**src/wdit_regs.vh**
```
// register map, field positions and timing constants of the watchdog interval timer
`ifndef WDIT_REGS_VH
`define WDIT_REGS_VH
`define WDIT_ADDR_W 16
`define WDIT_CS_ADDR 16'hff42
`define WDIT_MODE_ADDR 16'hfff9
`define WDIT_RESET_VAL 8'h00
`define WDIT_CS_MASK 8'h07
`define WDIT_MODE_MASK 8'h98
`define WDIT_RUN_BIT 7
`define WDIT_MHI_BIT 4
`define WDIT_MLO_BIT 3
`define WDIT_SEL_LO 0
`define WDIT_SEL_HI 2
`define WDIT_PRE_W 10
`define WDIT_CNT_W 7
`define WDIT_CNT_MAX 7'h7f
`define WDIT_SEL_DIV16 3'h0
`define WDIT_SEL_DIV64 3'h2
`define WDIT_SEL_DIV256 3'h4
`define WDIT_SEL_DIV1024 3'h6
`define WDIT_TAP16 3
`define WDIT_TAP64 5
`define WDIT_TAP256 7
`define WDIT_TAP1024 9
`endif

```
**src/wdit_prescaler.v**
```verilog
// prescaler, advanced only while run_en is high, giving divide-by 16/64/256/1024 count enables
`timescale 1ns/1ps
`include "wdit_regs.vh"
module wdit_prescaler #(
  parameter PRE_W = `WDIT_PRE_W
) (
  input wire clk, // main clock
  input wire rstn, // async reset, active low
  input wire run_en, // advance prescaler
  input wire [2:0] sel, // clock select code
  output reg tick // one-cycle count enable
);
  reg [PRE_W-1:0] pre_r;
  reg [PRE_W-1:0] pre_nxt;
  reg tick_nxt;

  // tick when the chosen low bits all wrap; never cleared by restart
  always @* begin
    pre_nxt = pre_r + {{(PRE_W-1){1'b0}}, 1'b1};
    tick_nxt = 1'b0;
    if (run_en) begin
      case (sel)
        `WDIT_SEL_DIV16: tick_nxt = &pre_r[`WDIT_TAP16:0];
        `WDIT_SEL_DIV64: tick_nxt = &pre_r[`WDIT_TAP64:0];
        `WDIT_SEL_DIV256: tick_nxt = &pre_r[`WDIT_TAP256:0];
        `WDIT_SEL_DIV1024: tick_nxt = &pre_r[`WDIT_TAP1024:0];
        default: tick_nxt = 1'b0;
      endcase
    end
  end

  // prescaler state
  always @(posedge clk or negedge rstn) begin
    if (!rstn) begin
      pre_r <= {PRE_W{1'b0}};
      tick <= 1'b0;
    end else begin
      if (run_en) begin
        pre_r <= pre_nxt;
      end
      tick <= tick_nxt;
    end
  end
endmodule // wdit_prescaler

```
**src/wdit_timer.v**
```verilog
// watchdog / interval timer top with its two control registers
`timescale 1ns/1ps
`include "wdit_regs.vh"
module wdit_timer (
  input wire clk, // main system clock
  input wire rstn, // async reset, active low
  input wire [15:0] addr, // register address
  input wire wr_en, // write strobe
  input wire [7:0] wr_data, // write data
  input wire [7:0] wr_bit_mask, // bits written to the mode register; all ones for byte access
  input wire rd_en, // read strobe
  output reg [7:0] rd_data, // read data
  input wire stop_mode, // cpu in stop standby
  input wire sub_clk_cpu, // subsystem clock drives the cpu
  input wire wdog_pending_flag, // pending flag from interrupt flag register
  input wire wdog_irq_mask, // interval interrupt mask
  output reg wdog_interval_irq, // maskable interrupt pulse
  output reg wdog_nmi, // non-maskable interrupt pulse
  output reg wdog_sys_reset, // system reset request pulse
  output reg overflow_evt // raw overflow pulse, sets the pending flag
);
  // overflow action codes of the two mode bits
  localparam [1:0] ACT_STOP = 2'h0;
  localparam [1:0] ACT_IVL = 2'h1;
  localparam [1:0] ACT_NMI = 2'h2;
  localparam [1:0] ACT_RESET = 2'h3;

  // register state and next values
  reg [7:0] cs_r;
  reg run_r;
  reg mode_high_bit;
  reg mode_low_bit;
  reg [`WDIT_CNT_W-1:0] cnt_r;
  reg [7:0] mode_wr;
  reg [7:0] rd_nxt;
  reg pend_s1_r;
  reg pend_r;
  reg [7:0] cs_nxt;
  reg run_nxt;
  reg mhi_nxt;
  reg mlo_nxt;
  reg [`WDIT_CNT_W-1:0] cnt_nxt;
  reg evt_nxt;
  reg irq_nxt;
  reg nmi_nxt;
  reg srst_nxt;
  // decode and event wires
  wire tick;
  wire [2:0] clk_sel;
  wire [7:0] mode_rd;
  wire cs_hit;
  wire mode_hit;
  wire counting;
  wire run_wr;
  wire ovf;

  assign cs_hit = wr_en && (addr == `WDIT_CS_ADDR);
  assign mode_hit = wr_en && (addr == `WDIT_MODE_ADDR);
  // mode register image and clock select field
  assign mode_rd = {run_r, 2'b00, mode_high_bit, mode_low_bit, 3'b000};
  assign clk_sel = cs_r[`WDIT_SEL_HI:`WDIT_SEL_LO];
  // bit writes merge into current mode value
  always @* begin
    mode_wr = (mode_rd & ~wr_bit_mask) | (wr_data & wr_bit_mask);
  end
  assign run_wr = mode_hit && wr_bit_mask[`WDIT_RUN_BIT] && wr_data[`WDIT_RUN_BIT];
  assign counting = run_r && !stop_mode && !sub_clk_cpu;
  assign ovf = counting && tick && (cnt_r == `WDIT_CNT_MAX);

  // prescaler keeps running across restarts
  wdit_prescaler #(
    .PRE_W(`WDIT_PRE_W)
  ) u_pre (
    .clk(clk),
    .rstn(rstn),
    .run_en(counting),
    .sel(clk_sel),
    .tick(tick)
  );

  // pending flag comes from the interrupt controller; synchronise it
  always @(posedge clk or negedge rstn) begin
    if (!rstn) begin
      pend_s1_r <= 1'b0;
      pend_r <= 1'b0;
    end else begin
      pend_s1_r <= wdog_pending_flag;
      pend_r <= pend_s1_r;
    end
  end

  // next control values; run and mode bits can only be set by software
  always @* begin
    cs_nxt = cs_r;
    run_nxt = run_r;
    mhi_nxt = mode_high_bit;
    mlo_nxt = mode_low_bit;
    if (cs_hit) begin
      cs_nxt = wr_data & `WDIT_CS_MASK;
    end
    if (mode_hit) begin
      run_nxt = run_r | mode_wr[`WDIT_RUN_BIT];
      mhi_nxt = mode_high_bit | mode_wr[`WDIT_MHI_BIT];
      mlo_nxt = mode_low_bit | mode_wr[`WDIT_MLO_BIT];
    end
  end

  // control registers
  always @(posedge clk or negedge rstn) begin
    if (!rstn) begin
      cs_r <= `WDIT_RESET_VAL;
      run_r <= 1'b0;
      mode_high_bit <= 1'b0;
      mode_low_bit <= 1'b0;
    end else begin
      cs_r <= cs_nxt;
      run_r <= run_nxt;
      mode_high_bit <= mhi_nxt;
      mode_low_bit <= mlo_nxt;
    end
  end

  // counter next value, cleared by every run write
  always @* begin
    cnt_nxt = cnt_r;
    if (run_wr) begin
      cnt_nxt = {`WDIT_CNT_W{1'b0}};
    end else if (counting && tick) begin
      cnt_nxt = cnt_r + {{(`WDIT_CNT_W-1){1'b0}}, 1'b1};
    end
  end

  // counter register
  always @(posedge clk or negedge rstn) begin
    if (!rstn) begin
      cnt_r <= {`WDIT_CNT_W{1'b0}};
    end else begin
      cnt_r <= cnt_nxt;
    end
  end

  // overflow action by mode; a run write in the same cycle wins
  always @* begin
    evt_nxt = ovf && !run_wr;
    irq_nxt = 1'b0;
    nmi_nxt = 1'b0;
    srst_nxt = 1'b0;
    case ({mode_high_bit, mode_low_bit})
      ACT_STOP: begin
        irq_nxt = 1'b0;
      end
      ACT_IVL: begin
        irq_nxt = evt_nxt && !wdog_irq_mask;
      end
      ACT_NMI: begin
        nmi_nxt = evt_nxt;
      end
      ACT_RESET: begin
        srst_nxt = evt_nxt;
      end
      default: begin
        srst_nxt = 1'b0;
      end
    endcase
    if (mode_hit && !mode_high_bit && mode_wr[`WDIT_MHI_BIT] && pend_r) begin
      nmi_nxt = 1'b1;
    end
  end

  // overflow action outputs, one-cycle pulses
  always @(posedge clk or negedge rstn) begin
    if (!rstn) begin
      wdog_interval_irq <= 1'b0;
      wdog_nmi <= 1'b0;
      wdog_sys_reset <= 1'b0;
      overflow_evt <= 1'b0;
    end else begin
      overflow_evt <= evt_nxt;
      wdog_interval_irq <= irq_nxt;
      wdog_nmi <= nmi_nxt;
      wdog_sys_reset <= srst_nxt;
    end
  end

  // register readback, unused bits zero
  always @* begin
    rd_nxt = `WDIT_RESET_VAL;
    if (addr == `WDIT_CS_ADDR) begin
      rd_nxt = cs_r;
    end else if (addr == `WDIT_MODE_ADDR) begin
      rd_nxt = mode_rd;
    end else begin
      rd_nxt = `WDIT_RESET_VAL;
    end
  end

  // read data register, holds between reads
  always @(posedge clk or negedge rstn) begin
    if (!rstn) begin
      rd_data <= `WDIT_RESET_VAL;
    end else if (rd_en) begin
      rd_data <= rd_nxt;
    end
  end
endmodule // wdit_timer
```
**config.mk**
```make
export PLATFORM = sky130hd
export DESIGN_NAME = wdit_timer
export DESIGN_NICKNAME = d
export VERILOG_FILES = /design/src/wdit_prescaler.v /design/src/wdit_timer.v
export VERILOG_INCLUDE_DIRS = /design/src
export SDC_FILE = /design/constraint.sdc
export NUM_CORES = 1
export LEC_CHECK = 0
export BUFFER_PORTS_ARGS = -buffer_cell sky130_fd_sc_hd__buf_2
export CAP_MARGIN = 25
export CORE_UTILIZATION = 50
export DETAILED_ROUTE_END_ITERATION = 10
export PLACE_DENSITY = 0.82
export SYNTH_ARGS = -nofsm -noshare
export SYNTH_HDL_FRONTEND = slang
export SYNTH_HIERARCHICAL = 1
export SYNTH_SLANG_ARGS = --single-unit
```
**constraint.sdc**
```tcl
create_clock -name clk -period 1.65 [get_ports clk]
set_input_delay 0 -clock clk [delete_from_list [all_inputs] [get_ports clk]]
set_output_delay 0 -clock clk [all_outputs]
set_load 0.02 [all_outputs]
```
==> results by stage, run 1 <==
Outcome:
- The run finished with clean final reports.

Power and ir drop:
- The total chip power is 0.001464 W.
- IR analysis of the VDD net gives a maximum drop of 0.4931 mV.
- The power per cell area is 700.6 nW/um2.
- For this design the static power due to leakage is 1.108 nW.

Setup path:
- The critical path in this run is classified as reg2reg.
- STA classifies the critical path startpoint as a flip-flop.
- The largest fanout on the critical path is 3.
- The cell at the slowest stage of the critical path is sky130_fd_sc_hd__dfrtp_1.
- The number of logic stages on the critical path including buffering is 5.
- Together, buffers and inverters on the worst path number 0.
- The critical path goes through ha_1 -> and2_1 -> nand4_1 -> a41oi_2 -> and4bb_1.
- The largest single stage delay on the critical path is 410 ps.
- The worst register-to-register path begins at cnt_r[0].
- The minimum setup slack among reg-to-reg paths is 230 ps.
- In this run the critical register-to-register path is captured at wdog_interval_irq.
- For the worst setup path, the data required time is 1930 ps.
- The gate family responsible for the most delay along the worst path is simple AND/OR/NAND/NOR gates.
- Data on the critical path arrives at its endpoint at 1700 ps.
- The endpoint class of the critical path is a flip-flop.
- The path depth of the worst reg2reg path is 5.

Routing:
- For this block, the via count after detailed routing is 1224.
- After detailed routing, the number of vias per cell comes to 5.209.
- For this run, design rule violations remaining after detail routing come to 0.
- Wires add up to 3.402 mm.
- The antenna violation net count after detailed routing is 0.
- Before antenna repair, the detailed router went through 4 iterations.
- After detailed routing, the average wire length per cell comes to 14.48 um.
- In this run, the number of DRC markers left after iteration 0 of detailed routing was 44.

Global route:
- The initial antenna violation count is 0.
- The wire length of the first global-routing pass is 5.616 mm.
- The total congestion overflow after global routing is 0.
- The via count of the first global-routing pass is 1275.
- The pin count of the biggest net entering global routing is 37.
- The total routing resource utilization after global routing is 22.73%.

Yosys:
- The average cell area after synthesis is 12.74 um2.
- The synthesized flop and latch total is 36.
- Yosys mapped the design onto 36 distinct sky130hd cell types.
- Of all flip-flops after synthesis, the portion carrying an async set or reset was 100.0%.
- By area the synthesized netlist is led by sky130_fd_sc_hd__dfrtp_1, sky130_fd_sc_hd__xor2_1, sky130_fd_sc_hd__xnor2_1, sky130_fd_sc_hd__a22o_1, sky130_fd_sc_hd__mux2_2.
- The count of flip-flops with a built-in enable after synthesis is 0.
- The Yosys warning count is 6.
- The most frequently used flop master after synthesis is sky130_fd_sc_hd__dfrtp_1.
- Synthesis produced 129 cells.
- Of the post-synthesis cell area, the dominant cell type holds 54.79%.
- The area of the mapped netlist is 1644 um2.
- The largest area contributor in the synthesized netlist is sky130_fd_sc_hd__dfrtp_1.
- The sequential cell area fraction in the yosys report is 54.79%.

STA:
- Setup violations remaining at the end of the flow were counted as 0.
- Timing would allow up to 706.6 MHz.
- Clock skew on the completed layout was measured at 2.800 ps.
- The headroom to the max-slew limit is 48.69%.
- The post-route minimum period is 1415 ps.
- The number of hold violations in the final report is 0.
- The slew of the pin with the lowest slew margin is 769.6 ps.
- The count of final max-slew check failures is 0.
- The worst hold margin is 98.30 ps.
- Setup repair after global routing left no endpoint under its margin.
- The final clock period utilization by the worst path is 85.77%.
- The worst-case setup margin in the final layout is 234.8 ps.
- The final-layout setup total negative slack is 0 ps.

Final layout:
- The number of standard cells in the final layout excluding fillers is 235.
- The fraction of layout instances using a drive strength above 1 is 35.08%.
- After the last flow step, the layout net total stands at 232.
- The antenna cell count is 0.
- The number of filler instances in the final layout is 232.
- From synthesis to final layout, the design area changed by 27.09%.

Worst hold path:
- The worst hold path endpoint is rd_data[2].
- The number of cells on the worst hold path is 3.
- In this run the most critical hold path is launched from rd_en.
- In this run the worst hold path is classified as in2reg.

Clocking:
- The number of buffers inserted during clock tree synthesis is 5.
- The post-CTS setup repair buffer count is 0.
- The buffer depth of the longest clock path is 2.
- For this design, the sink count on the clock tree is 36.
- The insertion delay of the later-clocked pin in the worst-skew pair is 340 ps.
- In this run the number of H-tree levels came out at 2.
- In this run the clock root is driven by a sky130_fd_sc_hd__clkbuf_4.
- Clock-pin slew was measured on the worst setup and hold paths at 100 ps.
- TritonCTS built the clock tree.

Floorplanning:
- The row count is 20.
- The number of ports placed on the die boundary is 52.
- For this configuration, the core starts out at a cell density of 53.41%.
- Measured along the y axis, the die boundary spans 59.34 um.
- The core box area is 3078 um2.
- The die covers 3521 um2.
- From left edge to right edge, the die measures 59.34 um.

Place:
- The number of placed cells counting well taps is 215.
- The congestion estimate from routability-driven global placement came to 0.7402.
- The HPWL after detailed placement is 2.449 mm.
- The count of port buffers added during placement is 42.
- Before CTS, the worst setup slack after placement is 170.3 ps.

Job:
- The tool flagged a number of max-cap violations equal to 0.
==> cell type report <==
class	count	area [um2]	share of cell area, %
Tap cell	44	55.05	2.635
Inverter	2	7.507	0.3593
Clock buffer	8	58.81	2.814
Multi-Input combinational cell	88	714.4	34.19
Timing Repair Buffer	57	352.8	16.89
Sequential cell	36	900.9	43.11
==> flip-flops by register name, indices dropped and copies added, names as in the netlist <==
| signal | cells |
|---|---|
| cnt_r | 7 |
| cs_r | 3 |
| mode_high_bit | 1 |
| mode_low_bit | 1 |
| overflow_evt | 1 |
| pend_r | 1 |
| pend_s1_r | 1 |
| rd_data | 6 |
| run_r | 1 |
| u_pre/pre_r | 10 |
| u_pre/tick | 1 |
| wdog_interval_irq | 1 |
| wdog_nmi | 1 |
| wdog_sys_reset | 1 |
==> metrics by stage <==
| stage | util, % | instance area [um2] |
|---|---|---|
| finish | 67.89 | 2090 |
| global route | 67.89 | 2090 |
| CTS | 67.72 | 2085 |
| detailed placement | 61.91 | 1906 |
| global placement | 61.91 | 1906 |
| floorplan | - | 1648 |
==> Yosys cell counts, drive strengths merged, types with 2 or more instances <==
library cell / instances
nor3: 2
and2: 2
xor2: 8
nand2b: 2
and3: 5
nor4: 2
ha: 2
a22o: 6
inv: 2
nor2: 9
nand2: 6
nand4: 10
buf: 4
xnor2: 7
nand3b: 4
and4bb: 2
nor3b: 2
dfrtp: 36
mux2: 4
nand3: 3
==> worst max-delay path by stage <==
stage / startpoint / endpoint / slack (ps)
detailed placement: run_r / u_pre/tick / 170
floorplan: run_r / u_pre/pre_r[9] / 160
global route: cnt_r[0] / wdog_interval_irq / 150
finish: cnt_r[0] / wdog_interval_irq / 230
global placement: run_r / u_pre/tick / 230
CTS: run_r / u_pre/tick / 140
==> worst min-delay path: cells and delay by family <==
family | cells | cell delay, ps
AO/OA/AOI/OAI | 1 | 220
buffers and inverters | 2 | 190
==> placed cells by master (no fill, tap or decap), drive strengths merged, types with 2 or more instances in the layout <==
cell type and count:
xor2 8, nor3 2, xnor2 7, and4bb 2
nand4 10, clkbuf 8, nor2 9, a22o 6
mux2 4, inv 2, dfrtp 36, nand3b 4
nand2 6, nand3 3, and3 5, ha 2
buf 45, nor4 2, conb 2, nand2b 2
nor3b 2, and2 2, dlygate4sd3 12
==> metal layers <==
metal | track usage (%) | part of all wire [%]
met1 | 24.86 | 41
met4 | 10.54 | 1.7
met2 | 39.33 | 53
met5 | 0 | 0
met3 | 7.860 | 4.4
==> cells by family (layout without fill, tap and decap cells) <==
group | after synthesis | in the layout | share of synthesized area, %
XOR/XNOR | 15 | 15 | 7.991
AO/OA/AOI/OAI | 11 | 11 | 6.849
other | 1 | 2 | 0.2281
buffers and inverters | 6 | 67 | 2.283
adder cells (fa/ha/maj) | 2 | 2 | 1.522
multiplexers | 5 | 5 | 3.348
AND/OR/NAND/NOR | 53 | 53 | 22.98
flip-flops | 36 | 36 | 54.79
==> power by group <==
group | internal, W | switching [W]
sequential | 0.000884 | 0.000000867
combinational | 0.0000487 | 0.0000498
clock | 0.000210 | 0.000270
total | 0.00114 | 0.000321
==> timing repair <==
item / 4_1_cts / 5_1_grt
hold endpoints to repair: 45 / 0
hold buffers: 12 / 0
gates resized for setup: 0 / 1
setup endpoints to repair: 0 / 1
Note: power is estimated with default switching activity, not from simulation.
==> inputs of run 2 (changes only) <==
--- a/config.mk
+++ b/config.mk
@@ -13,5 +13,4 @@
 export PLACE_DENSITY = 0.82
 export SYNTH_ARGS = -nofsm -noshare
 export SYNTH_HDL_FRONTEND = slang
-export SYNTH_HIERARCHICAL = 1
 export SYNTH_SLANG_ARGS = --single-unit
==> run 2 against run 1 <==
Compared with the run above: cell count shrank 1.3%; clock skew is essentially flat; total power grew 2.1%; sequential cell count is the same; via count is the same; die area is essentially flat; combinational power shrank 7.0%.
==> results by stage, run 2 <==
Final layout:
- The number of filler instances in the final layout is 218 (was 232).
- The final layout net count is 230 (was 232).
- The flip-flop count of the largest register after layout is 10 (unchanged).
- The fraction of the core area covered by cells at the end of the flow is 67.03% (was 67.89%).
- The layout overhead on the synthesized area is 25.40% (was 27.09%).
- The largest register by flop count is u_pre.pre_r (was u_pre/pre_r).
- The antenna cell count came to 0 (unchanged).
- The most common cell after layout, fill and taps aside is sky130_fd_sc_hd__buf_2 (unchanged).
- Most used cells in the layout excluding fill and tap cells: sky130_fd_sc_hd__buf_2, sky130_fd_sc_hd__dfrtp_1, sky130_fd_sc_hd__dlygate4sd3_1, sky130_fd_sc_hd__nand2_1, sky130_fd_sc_hd__xnor2_1 (was sky130_fd_sc_hd__buf_2, sky130_fd_sc_hd__dfrtp_1, sky130_fd_sc_hd__dlygate4sd3_1, sky130_fd_sc_hd__nor2_1, sky130_fd_sc_hd__xor2_1).
- The fraction of layout instances using a drive strength above 1 was 32.98% (was 35.08%).
- Leading registers by flop count: u_pre.pre_r: 10 flops, cnt_r: 7 flops, rd_data: 6 flops (was u_pre/pre_r: 10 flops, cnt_r: 7 flops, rd_data: 6 flops).

STA:
- The maximum achievable frequency is 720.2 MHz (was 706.6 MHz).
- The post-route minimum period is 1388 ps (was 1415 ps).
- Setup repair after global routing missed its margin: no (unchanged).
- The number of failing setup endpoints in the final timing report came to 0 (unchanged).
- The count of final max-slew check failures came to 0 (unchanged).
- The number of hold violations in the final report is 0 (unchanged).
- The headroom to the max-slew limit came to 48.00% (was 48.69%).
- The post-route clock skew is 2.607 ps (was 2.800 ps).
- The final clock period utilization by the worst path is 84.15% (was 85.77%).
- The slew of the pin with the lowest slew margin is 780.0 ps (was 769.6 ps).
- The final-layout setup total negative slack was 0 ps (unchanged).

Power and ir drop:
- The share of power burned in registers is 59.2% (was 60.5%).
- The share of power burned in combinational logic is 6.1% (was 6.7%).
- The peak supply drop is 0.5647 mV (was 0.4931 mV).
- The switching power came to 0.0003240 W (was 0.0003210 W).
- The power share of the clock group is 34.7% (was 32.8%).
- The power per cell area is 724.7 nW/um2 (was 700.6 nW/um2).
- The fraction of power spent switching nets is 21.67% (was 21.93%).
- The static leakage is 1.078 nW (was 1.108 nW).
- The internal cell power is 0.001171 W (was 0.001143 W).

Yosys:
- The number of standard cells after synthesis was 130 (was 129).
- The sequential cell area fraction in the yosys report is 54.75% (was 54.79%).
- The fraction of registers with async set/reset is 100.0% (unchanged).
- Area contributors post-synth: sky130_fd_sc_hd__dfrtp_1, sky130_fd_sc_hd__xnor2_1, sky130_fd_sc_hd__xor2_1, sky130_fd_sc_hd__a22o_1, sky130_fd_sc_hd__nand2_1 (was sky130_fd_sc_hd__dfrtp_1, sky130_fd_sc_hd__xor2_1, sky130_fd_sc_hd__xnor2_1, sky130_fd_sc_hd__a22o_1, sky130_fd_sc_hd__mux2_2).
- The fraction of synthesized cell area in xor and xnor cells is 7.985% (was 7.991%).
- The area fraction in and, or, nand and nor cells after synthesis is 24.18% (was 22.98%).
- The area of the mapped netlist is 1645 um2 (was 1644 um2).
- The average cell area after synthesis is 12.66 um2 (was 12.74 um2).
- The Yosys warning count is 0 (was 6).
- The most used standard cell by instance count after synthesis is sky130_fd_sc_hd__dfrtp_1 (unchanged).
- The mux contribution to synthesized area was 3.346% (was 3.349%).
- The most frequently used flop master after synthesis is sky130_fd_sc_hd__dfrtp_1 (unchanged).
- The count of flip-flops with a built-in enable after synthesis came to 0 (unchanged).
- The fraction of the mapped netlist area in compound gates is 5.703% (was 6.849%).
- The largest area contributor in the synthesized netlist is sky130_fd_sc_hd__dfrtp_1 (unchanged).
- The arithmetic-cell share of the synthesized area counting full adders, half adders and majority gates was 1.521% (was 1.522%).
- The number of library cell types mapped by synthesis is 40 (was 36).
- The share of the synthesized area in the top cell type is 54.75% (was 54.79%).
- The synthesized flop and latch total came to 36 (unchanged).
- Most frequent cells after synthesis: sky130_fd_sc_hd__dfrtp_1, sky130_fd_sc_hd__nand2_1, sky130_fd_sc_hd__xnor2_1, sky130_fd_sc_hd__nor2_1, sky130_fd_sc_hd__xor2_1 (was sky130_fd_sc_hd__dfrtp_1, sky130_fd_sc_hd__nor2_1, sky130_fd_sc_hd__xor2_1, sky130_fd_sc_hd__nand4_1, sky130_fd_sc_hd__xnor2_1).
- The dominant combinational cell family by area after synthesis was simple AND/OR/NAND/NOR gates (unchanged).

Floorplanning:
- The starting utilization of the core area is 53.46% (was 53.41%).
- The vertical die dimension is 59.37 um (was 59.34 um).
- The core box area came to 3078 um2 (unchanged).
- The width of the die is 59.37 um (was 59.34 um).
- The row count is 20 (unchanged).
- The area of the die is 3524 um2 (was 3521 um2).
- The number of ports placed on the die boundary came to 52 (unchanged).

Setup path:
- The gate family responsible for the most delay along the worst path is simple AND/OR/NAND/NOR gates (unchanged).
- The minimum setup slack among reg-to-reg paths was 260 ps (was 230 ps).
- The kind of critical path is reg2reg (unchanged).
- The path depth of the worst reg2reg path was 4 (was 5).
- The capturing point of the worst reg2reg path is u_pre.pre_r[9] (was wdog_interval_irq).
- The endpoint class of the critical path is a flip-flop (unchanged).
- The startpoint of the lowest-slack register-to-register path is run_r (was cnt_r[0]).
- The biggest cell delay along the critical path is 400 ps (was 410 ps).
- The count of buffer and inverter cells on the critical path is 0 (unchanged).
- Crit-path cells: nor3b_4 -> and4_1 -> nand3_1 -> xnor2_1 (was ha_1 -> and2_1 -> nand4_1 -> a41oi_2 -> and4bb_1).
- The number of logic stages on the critical path including buffering is 4 (was 5).
- The critical path startpoint category is a flip-flop (unchanged).
- The largest fanout on the critical path came to 6 (was 3).
- The cell at the slowest stage of the critical path is sky130_fd_sc_hd__dfrtp_1 (unchanged).
- The critical path data required time is 1890 ps (was 1930 ps).
- The destination of the critical timing path is u_pre.pre_r[9] (was wdog_interval_irq).
- The worst endpoint data arrival time is 1620 ps (was 1700 ps).
- The timing startpoint of the critical path is run_r (was cnt_r[0]).

Global route:
- The initial antenna violation count is 0 (unchanged).
- The wire length of the first global-routing pass is 5.430 mm (was 5.616 mm).
- The total routing resource utilization after global routing is 21.95% (was 22.73%).
- The pin count of the biggest net entering global routing is 37 (unchanged).
- The total congestion overflow after global routing is 0 (unchanged).
- The via count of the first global-routing pass came to 1270 (was 1275).

Routing:
- The antenna violation net count after detailed routing is 0 (unchanged).
- The DRC violation total after the first TritonRoute iteration is 12 (was 44).
- The number of DRC violations after detailed routing is 0 (unchanged).
- The number of vias per cell came to 5.276 (was 5.209).
- The number of iterations in the first detailed-routing pass is 4 (unchanged).
- The detail-routed net length per standard cell is 14.03 um (was 14.48 um).
- The post-detailed-routing wire length is 3.255 mm (was 3.402 mm).
- The number of vias in the routed layout was 1224 (unchanged).

Place:
- The global placer's final weighted congestion is 0.7570 (was 0.7402).
- The post-detailed-placement half-perimeter wirelength was 2.321 mm (was 2.449 mm).
- The count of port buffers added during placement came to 42 (unchanged).

Clocking:
- The number of buffers inserted during clock tree synthesis is 5 (unchanged).
- The post-cts sizing count is 0 (unchanged).
- The CTS tree is yes (unchanged).
- The maximum level of the CTS H-tree is 2 (unchanged).
- The register clock-pin slew on the reported worst setup and hold paths is 100 ps (about the same).
- The root cell of the clock tree is sky130_fd_sc_hd__clkbuf_4 (unchanged).
- The buffer depth of the longest clock path came to 2 (unchanged).
- The number of sinks on the clock net is 36 (unchanged).
- The insertion delay of the later-clocked pin in the worst-skew pair is 340 ps (about the same).

Job:
- The max-cap violation count is 0 (unchanged).

Worst hold path:
- The worst hold path class is in2reg (unchanged).

Outcome:
- Status: completed (unchanged).
[run 2: worst min path at each step]
stage / from / depth (start not counted) / to / slack (ps)
floorplan: rstn / 0 / cnt_r[0] / -300
detailed placement: rstn / 1 / wdog_interval_irq / 110
global route: stop_mode / 3 / u_pre.pre_r[0] / 5
CTS: stop_mode / 3 / u_pre.pre_r[0] / 2
finish: stop_mode / 3 / u_pre.pre_r[0] / 10
global placement: rstn / 1 / pend_s1_r / 100
[run 2: cell type report]
| type | instances | area, um2 | share of cell area (%) |
|---|---|---|---|
| Sequential cell | 36 | 900.9 | 43.66 |
| Clock buffer | 7 | 65.06 | 3.153 |
| Inverter | 1 | 3.754 | 0.1819 |
| Timing Repair Buffer | 54 | 327.8 | 15.89 |
| Tap cell | 44 | 55.05 | 2.668 |
| Multi-Input combinational cell | 90 | 710.7 | 34.45 |
[run 2: kinds of logic after synthesis]
family          after synthesis
simple gates                 55
xor+xnor                     15
mux                           5
buf+inv                       5
other cells                   1
flops                        36
compound gates               11
fa+ha+maj                     2
[run 2: through the flow]
stage               cell area (um2)  worst slack [ps]  instances  total power [W]  hold slack (ps)
finish                         2063             261.5        232         0.001495            12.93
global route                   2063             136.0        232         0.001550            4.556
CTS                            2063             248.2        232         0.001505            1.511
detailed placement             1888             269.9        214        0.0009779            110.7
global placement               1888             310.3        214        0.0009749            102.9
floorplan                      1649             417.9        131        0.0009201           -295.6
[run 2: worst register-to-register path, cell delays in order (launching register included)]
cell                      delay (ps)
sky130_fd_sc_hd__dfrtp_1         400
sky130_fd_sc_hd__nor3b_4         310
sky130_fd_sc_hd__and4_1          320
sky130_fd_sc_hd__nand3_1         130
sky130_fd_sc_hd__xnor2_1         140
[run 2: what timing repair did]
item | 4_1_cts | 5_1_grt
setup buffers | 0 | 0
hold endpoints to repair | 45 | 0
setup endpoints to repair | 0 | 0
hold buffers | 11 | 0
[run 2: power by group through the flow]
stage	Combinational, W	Sequential (W)	Clock, W
3_5_place_dp	0.0000757	0.000902	0
2_1_floorplan	0.0000178	0.000902	0
5_1_grt	0.000102	0.000885	0.000562
6_report	0.0000917	0.000885	0.000519
4_1_cts	0.0000923	0.000885	0.000528
3_3_place_gp	0.0000728	0.000902	0
[run 2: metal layers]
metal / up-vias / GRT usage, % / part of all wire (%)
met1: 599 / 24.23 / 39
met2: 38 / 39.65 / 55
met5: - / 0 / 0
met3: 6 / 6.550 / 4.6
li1: 581 / - / -
met4: 0 / 7.823 / 1.4
==> inputs of run 3 (changes only) <==
--- a/config.mk
+++ b/config.mk
@@ -6,9 +6,10 @@
 export SDC_FILE = /design/constraint.sdc
 export NUM_CORES = 1
 export LEC_CHECK = 0
+export ABC_AREA = 1
 export BUFFER_PORTS_ARGS = -buffer_cell sky130_fd_sc_hd__buf_2
 export CAP_MARGIN = 25
-export CORE_UTILIZATION = 50
+export CORE_UTILIZATION = 51
 export DETAILED_ROUTE_END_ITERATION = 10
 export PLACE_DENSITY = 0.82
 export SYNTH_ARGS = -nofsm -noshare
==> constraint.sdc (replaced) <==
create_clock -name clk -period 1.4 [get_ports clk]
set_input_delay 0 -clock clk [delete_from_list [all_inputs] [get_ports clk]]
set_output_delay 0 -clock clk [all_outputs]
set_load 0.02 [all_outputs]
==> run 3 against run 2 <==
Compared with the run above: count of clock-buffer cells in the layout fell by 2; sequential share of layout area fell by 5.3 points; non-clock buffer count rose by 13; largest power group unchanged; core utilization rose by 3.3 points; clock skew rose by 12 ps.
==> results by stage, run 3 <==
Clocking:
- The number of buffers inserted during clock tree synthesis was 5 (unchanged).
- The buffer depth of the longest clock path is 2 (unchanged).
- The insertion delay of the later-clocked pin in the worst-skew pair is 350 ps (was 340 ps).
- The number of sinks on the clock net came to 36 (unchanged).
- The CTS tree is yes (unchanged).
- The register clock-pin slew on the reported worst setup and hold paths was 120 ps (was 100 ps).
- The maximum level of the CTS H-tree is 2 (unchanged).
- The root cell of the clock tree is sky130_fd_sc_hd__clkbuf_4 (unchanged).

Yosys:
- The most used standard cell by instance count after synthesis is sky130_fd_sc_hd__nand2_1 (was sky130_fd_sc_hd__dfrtp_1).
- The number of standard cells after synthesis came to 203 (was 130).
- The fraction of registers with async set/reset is 100.0% (unchanged).
- Area contributors post-synth: sky130_fd_sc_hd__dfrtp_1, sky130_fd_sc_hd__nand2_1, sky130_fd_sc_hd__inv_1, sky130_fd_sc_hd__nor2_1, sky130_fd_sc_hd__xor2_1 (was sky130_fd_sc_hd__dfrtp_1, sky130_fd_sc_hd__xnor2_1, sky130_fd_sc_hd__xor2_1, sky130_fd_sc_hd__a22o_1, sky130_fd_sc_hd__nand2_1).
- The most frequently used flop master after synthesis is sky130_fd_sc_hd__dfrtp_1 (unchanged).
- The largest area contributor in the synthesized netlist is sky130_fd_sc_hd__dfrtp_1 (unchanged).
- The number of library cell types mapped by synthesis is 28 (was 40).
- The share of the synthesized area in the top cell type is 50.42% (was 54.75%).
- The synthesized flop and latch total was 36 (unchanged).
- The count of flip-flops with a built-in enable after synthesis came to 0 (unchanged).
- The Yosys warning count was 0 (unchanged).
- The average cell area after synthesis is 8.802 um2 (was 12.66 um2).
- Most frequent cells after synthesis: sky130_fd_sc_hd__nand2_1, sky130_fd_sc_hd__dfrtp_1, sky130_fd_sc_hd__inv_1, sky130_fd_sc_hd__nor2_1, sky130_fd_sc_hd__nand3_1 (was sky130_fd_sc_hd__dfrtp_1, sky130_fd_sc_hd__nand2_1, sky130_fd_sc_hd__xnor2_1, sky130_fd_sc_hd__nor2_1, sky130_fd_sc_hd__xor2_1).
- The area of the mapped netlist was 1787 um2 (was 1645 um2).
- The sequential cell area fraction in the yosys report is 50.42% (was 54.75%).

STA:
- The final-layout setup total negative slack is 0 ps (unchanged).
- The number of hold violations in the final report was 0 (unchanged).
- The post-route minimum period came to 1335 ps (was 1388 ps).
- The maximum achievable frequency is 749.1 MHz (was 720.2 MHz).
- The worst-case setup margin in the final layout is 65.07 ps (was 261.5 ps).
- The worst hold margin was 84.01 ps (was 12.93 ps).
- The number of failing setup endpoints in the final timing report is 0 (unchanged).
- The post-route clock skew is 15.01 ps (was 2.607 ps).
- The final clock period utilization by the worst path came to 95.35% (was 84.15%).
- The count of final max-slew check failures is 0 (unchanged).
- Setup repair after global routing missed its margin: yes (was no).

Floorplanning:
- The row count came to 21 (was 20).
- The starting utilization of the core area was 53.54% (was 53.46%).
- The number of ports placed on the die boundary was 52 (unchanged).
- The area of the die came to 3744 um2 (was 3524 um2).
- The width of the die was 61.19 um (was 59.37 um).
- The core box area is 3337 um2 (was 3078 um2).
- The vertical die dimension is 61.19 um (was 59.37 um).

Power and ir drop:
- The switching power is 0.0006326 W (was 0.0003240 W).
- The share of power burned in registers came to 57.0% (was 59.2%).
- The peak supply drop is 0.5523 mV (was 0.5647 mV).
- The share of power burned in combinational logic is 17.5% (was 6.1%).
- The power share of the clock group is 25.5% (was 34.7%).
- The static leakage is 1.275 nW (was 1.078 nW).
- The fraction of power spent switching nets is 29.29% (was 21.67%).
- The power per cell area was 919.5 nW/um2 (was 724.7 nW/um2).
- The internal cell power is 0.001527 W (was 0.001171 W).

Routing:
- The number of vias in the routed layout came to 1479 (was 1224).
- The antenna violation net count after detailed routing is 0 (unchanged).
- The DRC violation total after the first TritonRoute iteration is 50 (was 12).
- The number of vias per cell is 4.607 (was 5.276).
- The number of iterations in the first detailed-routing pass is 4 (unchanged).
- The post-detailed-routing wire length is 3.570 mm (was 3.255 mm).
- The detail-routed net length per standard cell is 11.12 um (was 14.03 um).
- The number of DRC violations after detailed routing is 0 (unchanged).

Setup path:
- The count of buffer and inverter cells on the critical path is 1 (was 0).
- The worst endpoint data arrival time is 1630 ps (was 1620 ps).
- The critical path data required time is 1700 ps (was 1890 ps).
- The largest fanout on the critical path was 6 (unchanged).
- The cell at the slowest stage of the critical path is sky130_fd_sc_hd__dfrtp_1 (unchanged).
- The kind of critical path is reg2reg (unchanged).
- The critical path startpoint category is a flip-flop (unchanged).
- Crit-path cells: inv_2 -> nor2_4 -> nand2_8 -> nor2_8 -> nand2_4 -> nor2_4 -> nand3_2 -> nor2_2 (was nor3b_4 -> and4_1 -> nand3_1 -> xnor2_1).
- The cell that appears most often on the critical path is sky130_fd_sc_hd__nor2_4.
- The endpoint class of the critical path is a flip-flop (unchanged).
- The gate family responsible for the most delay along the worst path is simple AND/OR/NAND/NOR gates (unchanged).
- The biggest cell delay along the critical path is 370 ps (was 400 ps).

Place:
- The post-detailed-placement half-perimeter wirelength is 2.508 mm (was 2.321 mm).
- The count of port buffers added during placement is 42 (unchanged).
- The number of placed cells counting well taps came to 290 (was 214).
- The global placer's final weighted congestion is 0.7760 (was 0.7570).
- The pre-CTS worst setup slack is 45.49 ps (was 269.9 ps).

Global route:
- The pin count of the biggest net entering global routing is 21 (was 37).
- The via count of the first global-routing pass is 1461 (was 1270).
- The total routing resource utilization after global routing came to 22.89% (was 21.95%).
- The total congestion overflow after global routing came to 0 (unchanged).
- The initial antenna violation count is 0 (unchanged).
- The wire length of the first global-routing pass is 6.030 mm (was 5.430 mm).

Final layout:
- Leading registers by flop count: u_pre.pre_r: 10 flops, cnt_r: 7 flops, rd_data: 6 flops (unchanged).
- The antenna cell count came to 0 (unchanged).
- The number of filler instances in the final layout is 266 (was 218).
- The flip-flop count of the largest register after layout was 10 (unchanged).
- Most used cells in the layout excluding fill and tap cells: sky130_fd_sc_hd__buf_2, sky130_fd_sc_hd__nand2_1, sky130_fd_sc_hd__dfrtp_1, sky130_fd_sc_hd__inv_1, sky130_fd_sc_hd__nor2_1 (was sky130_fd_sc_hd__buf_2, sky130_fd_sc_hd__dfrtp_1, sky130_fd_sc_hd__dlygate4sd3_1, sky130_fd_sc_hd__nand2_1, sky130_fd_sc_hd__xnor2_1).
- The most common cell after layout, fill and taps aside is sky130_fd_sc_hd__buf_2 (unchanged).
- The layout overhead on the synthesized area came to 31.44% (was 25.40%).
- The final layout net count was 316 (was 230).
- The largest register by flop count was u_pre.pre_r (unchanged).
- The number of standard cells in the final layout excluding fillers came to 321 (was 232).
- The fraction of layout instances using a drive strength above 1 came to 30.18% (was 32.98%).

Job:
- The max-cap violation count is 0 (unchanged).

Outcome:
- Status: completed (unchanged).

Worst hold path:
- The worst hold path class is in2reg (unchanged).
run 3: logic make-up after synthesis:
logic type	synth area share, %
fa+ha+maj	1.400
mux	0.6302
flops	50.42
simple gates	28.43
other cells	0.2099
compound gates	4.832
buf+inv	8.193
xor+xnor	5.883
run 3: worst min-delay path, delay by kind of cell:
kind,cells,cell delay [ps]
simple gates,4,230
buf+inv,1,80
compound gates,1,80
run 3: final timing paths:
path	start	endpoint	slack, ps	cells after the start
worst max-delay path	run_r	wdog_sys_reset	70	8
worst min-delay path	addr[5]	rd_data[2]	80	6
worst max register to register	run_r	wdog_sys_reset	70	8
worst min register to register	pend_s1_r	pend_r	370	0
max in group asynchronous	rstn	u_pre.pre_r[1]	840	3
min in group asynchronous	rstn	wdog_sys_reset	90	2
run 3: cell type report:
cell class	count	area, um2	share of cell area (%)
Sequential cell	36	900.9	38.36
Clock inverter	3	18.77	0.7991
Clock buffer	5	37.54	1.598
Timing Repair Buffer	67	446.7	19.02
Multi-Input combinational cell	133	770.7	32.82
Inverter	31	116.4	4.955
Tap cell	46	57.56	2.451
run 3: per-stage QoR:
stage	power, W	utilization, %	instance area [um2]
6_report	0.002160	70.38	2349
5_1_grt	0.002284	70.38	2349
4_1_cts	0.002136	67.49	2252
3_5_place_dp	0.001554	61.60	2056
3_3_place_gp	0.001531	61.60	2056
2_1_floorplan	0.001423	-	1790
run 3: power by group through the flow:
stage,registers [W],logic [W],clock network (W)
after floorplan,0.00123,0.000196,0
after global placement,0.00124,0.000288,0
after detailed placement,0.00125,0.000305,0
after CTS,0.00123,0.000334,0.000569
after global routing,0.00124,0.000425,0.000616
final,0.00123,0.000379,0.000551
run 3: repair_timing:
item / in CTS / in global routing
hold buffers: 14 / 0
resized for setup: 0 / 11
setup buffers: 0 / 9
hold endpoints to repair: 51 / 0
endpoints found under the setup margin: 0 / 6
run 3: routing by layer:
metal | GRT usage (%) | wire, um
met1 | 24.38 | 1485
met2 | 41.61 | 1865
met3 | 7.143 | 132
met4 | 9.740 | 87
met5 | 0 | 0
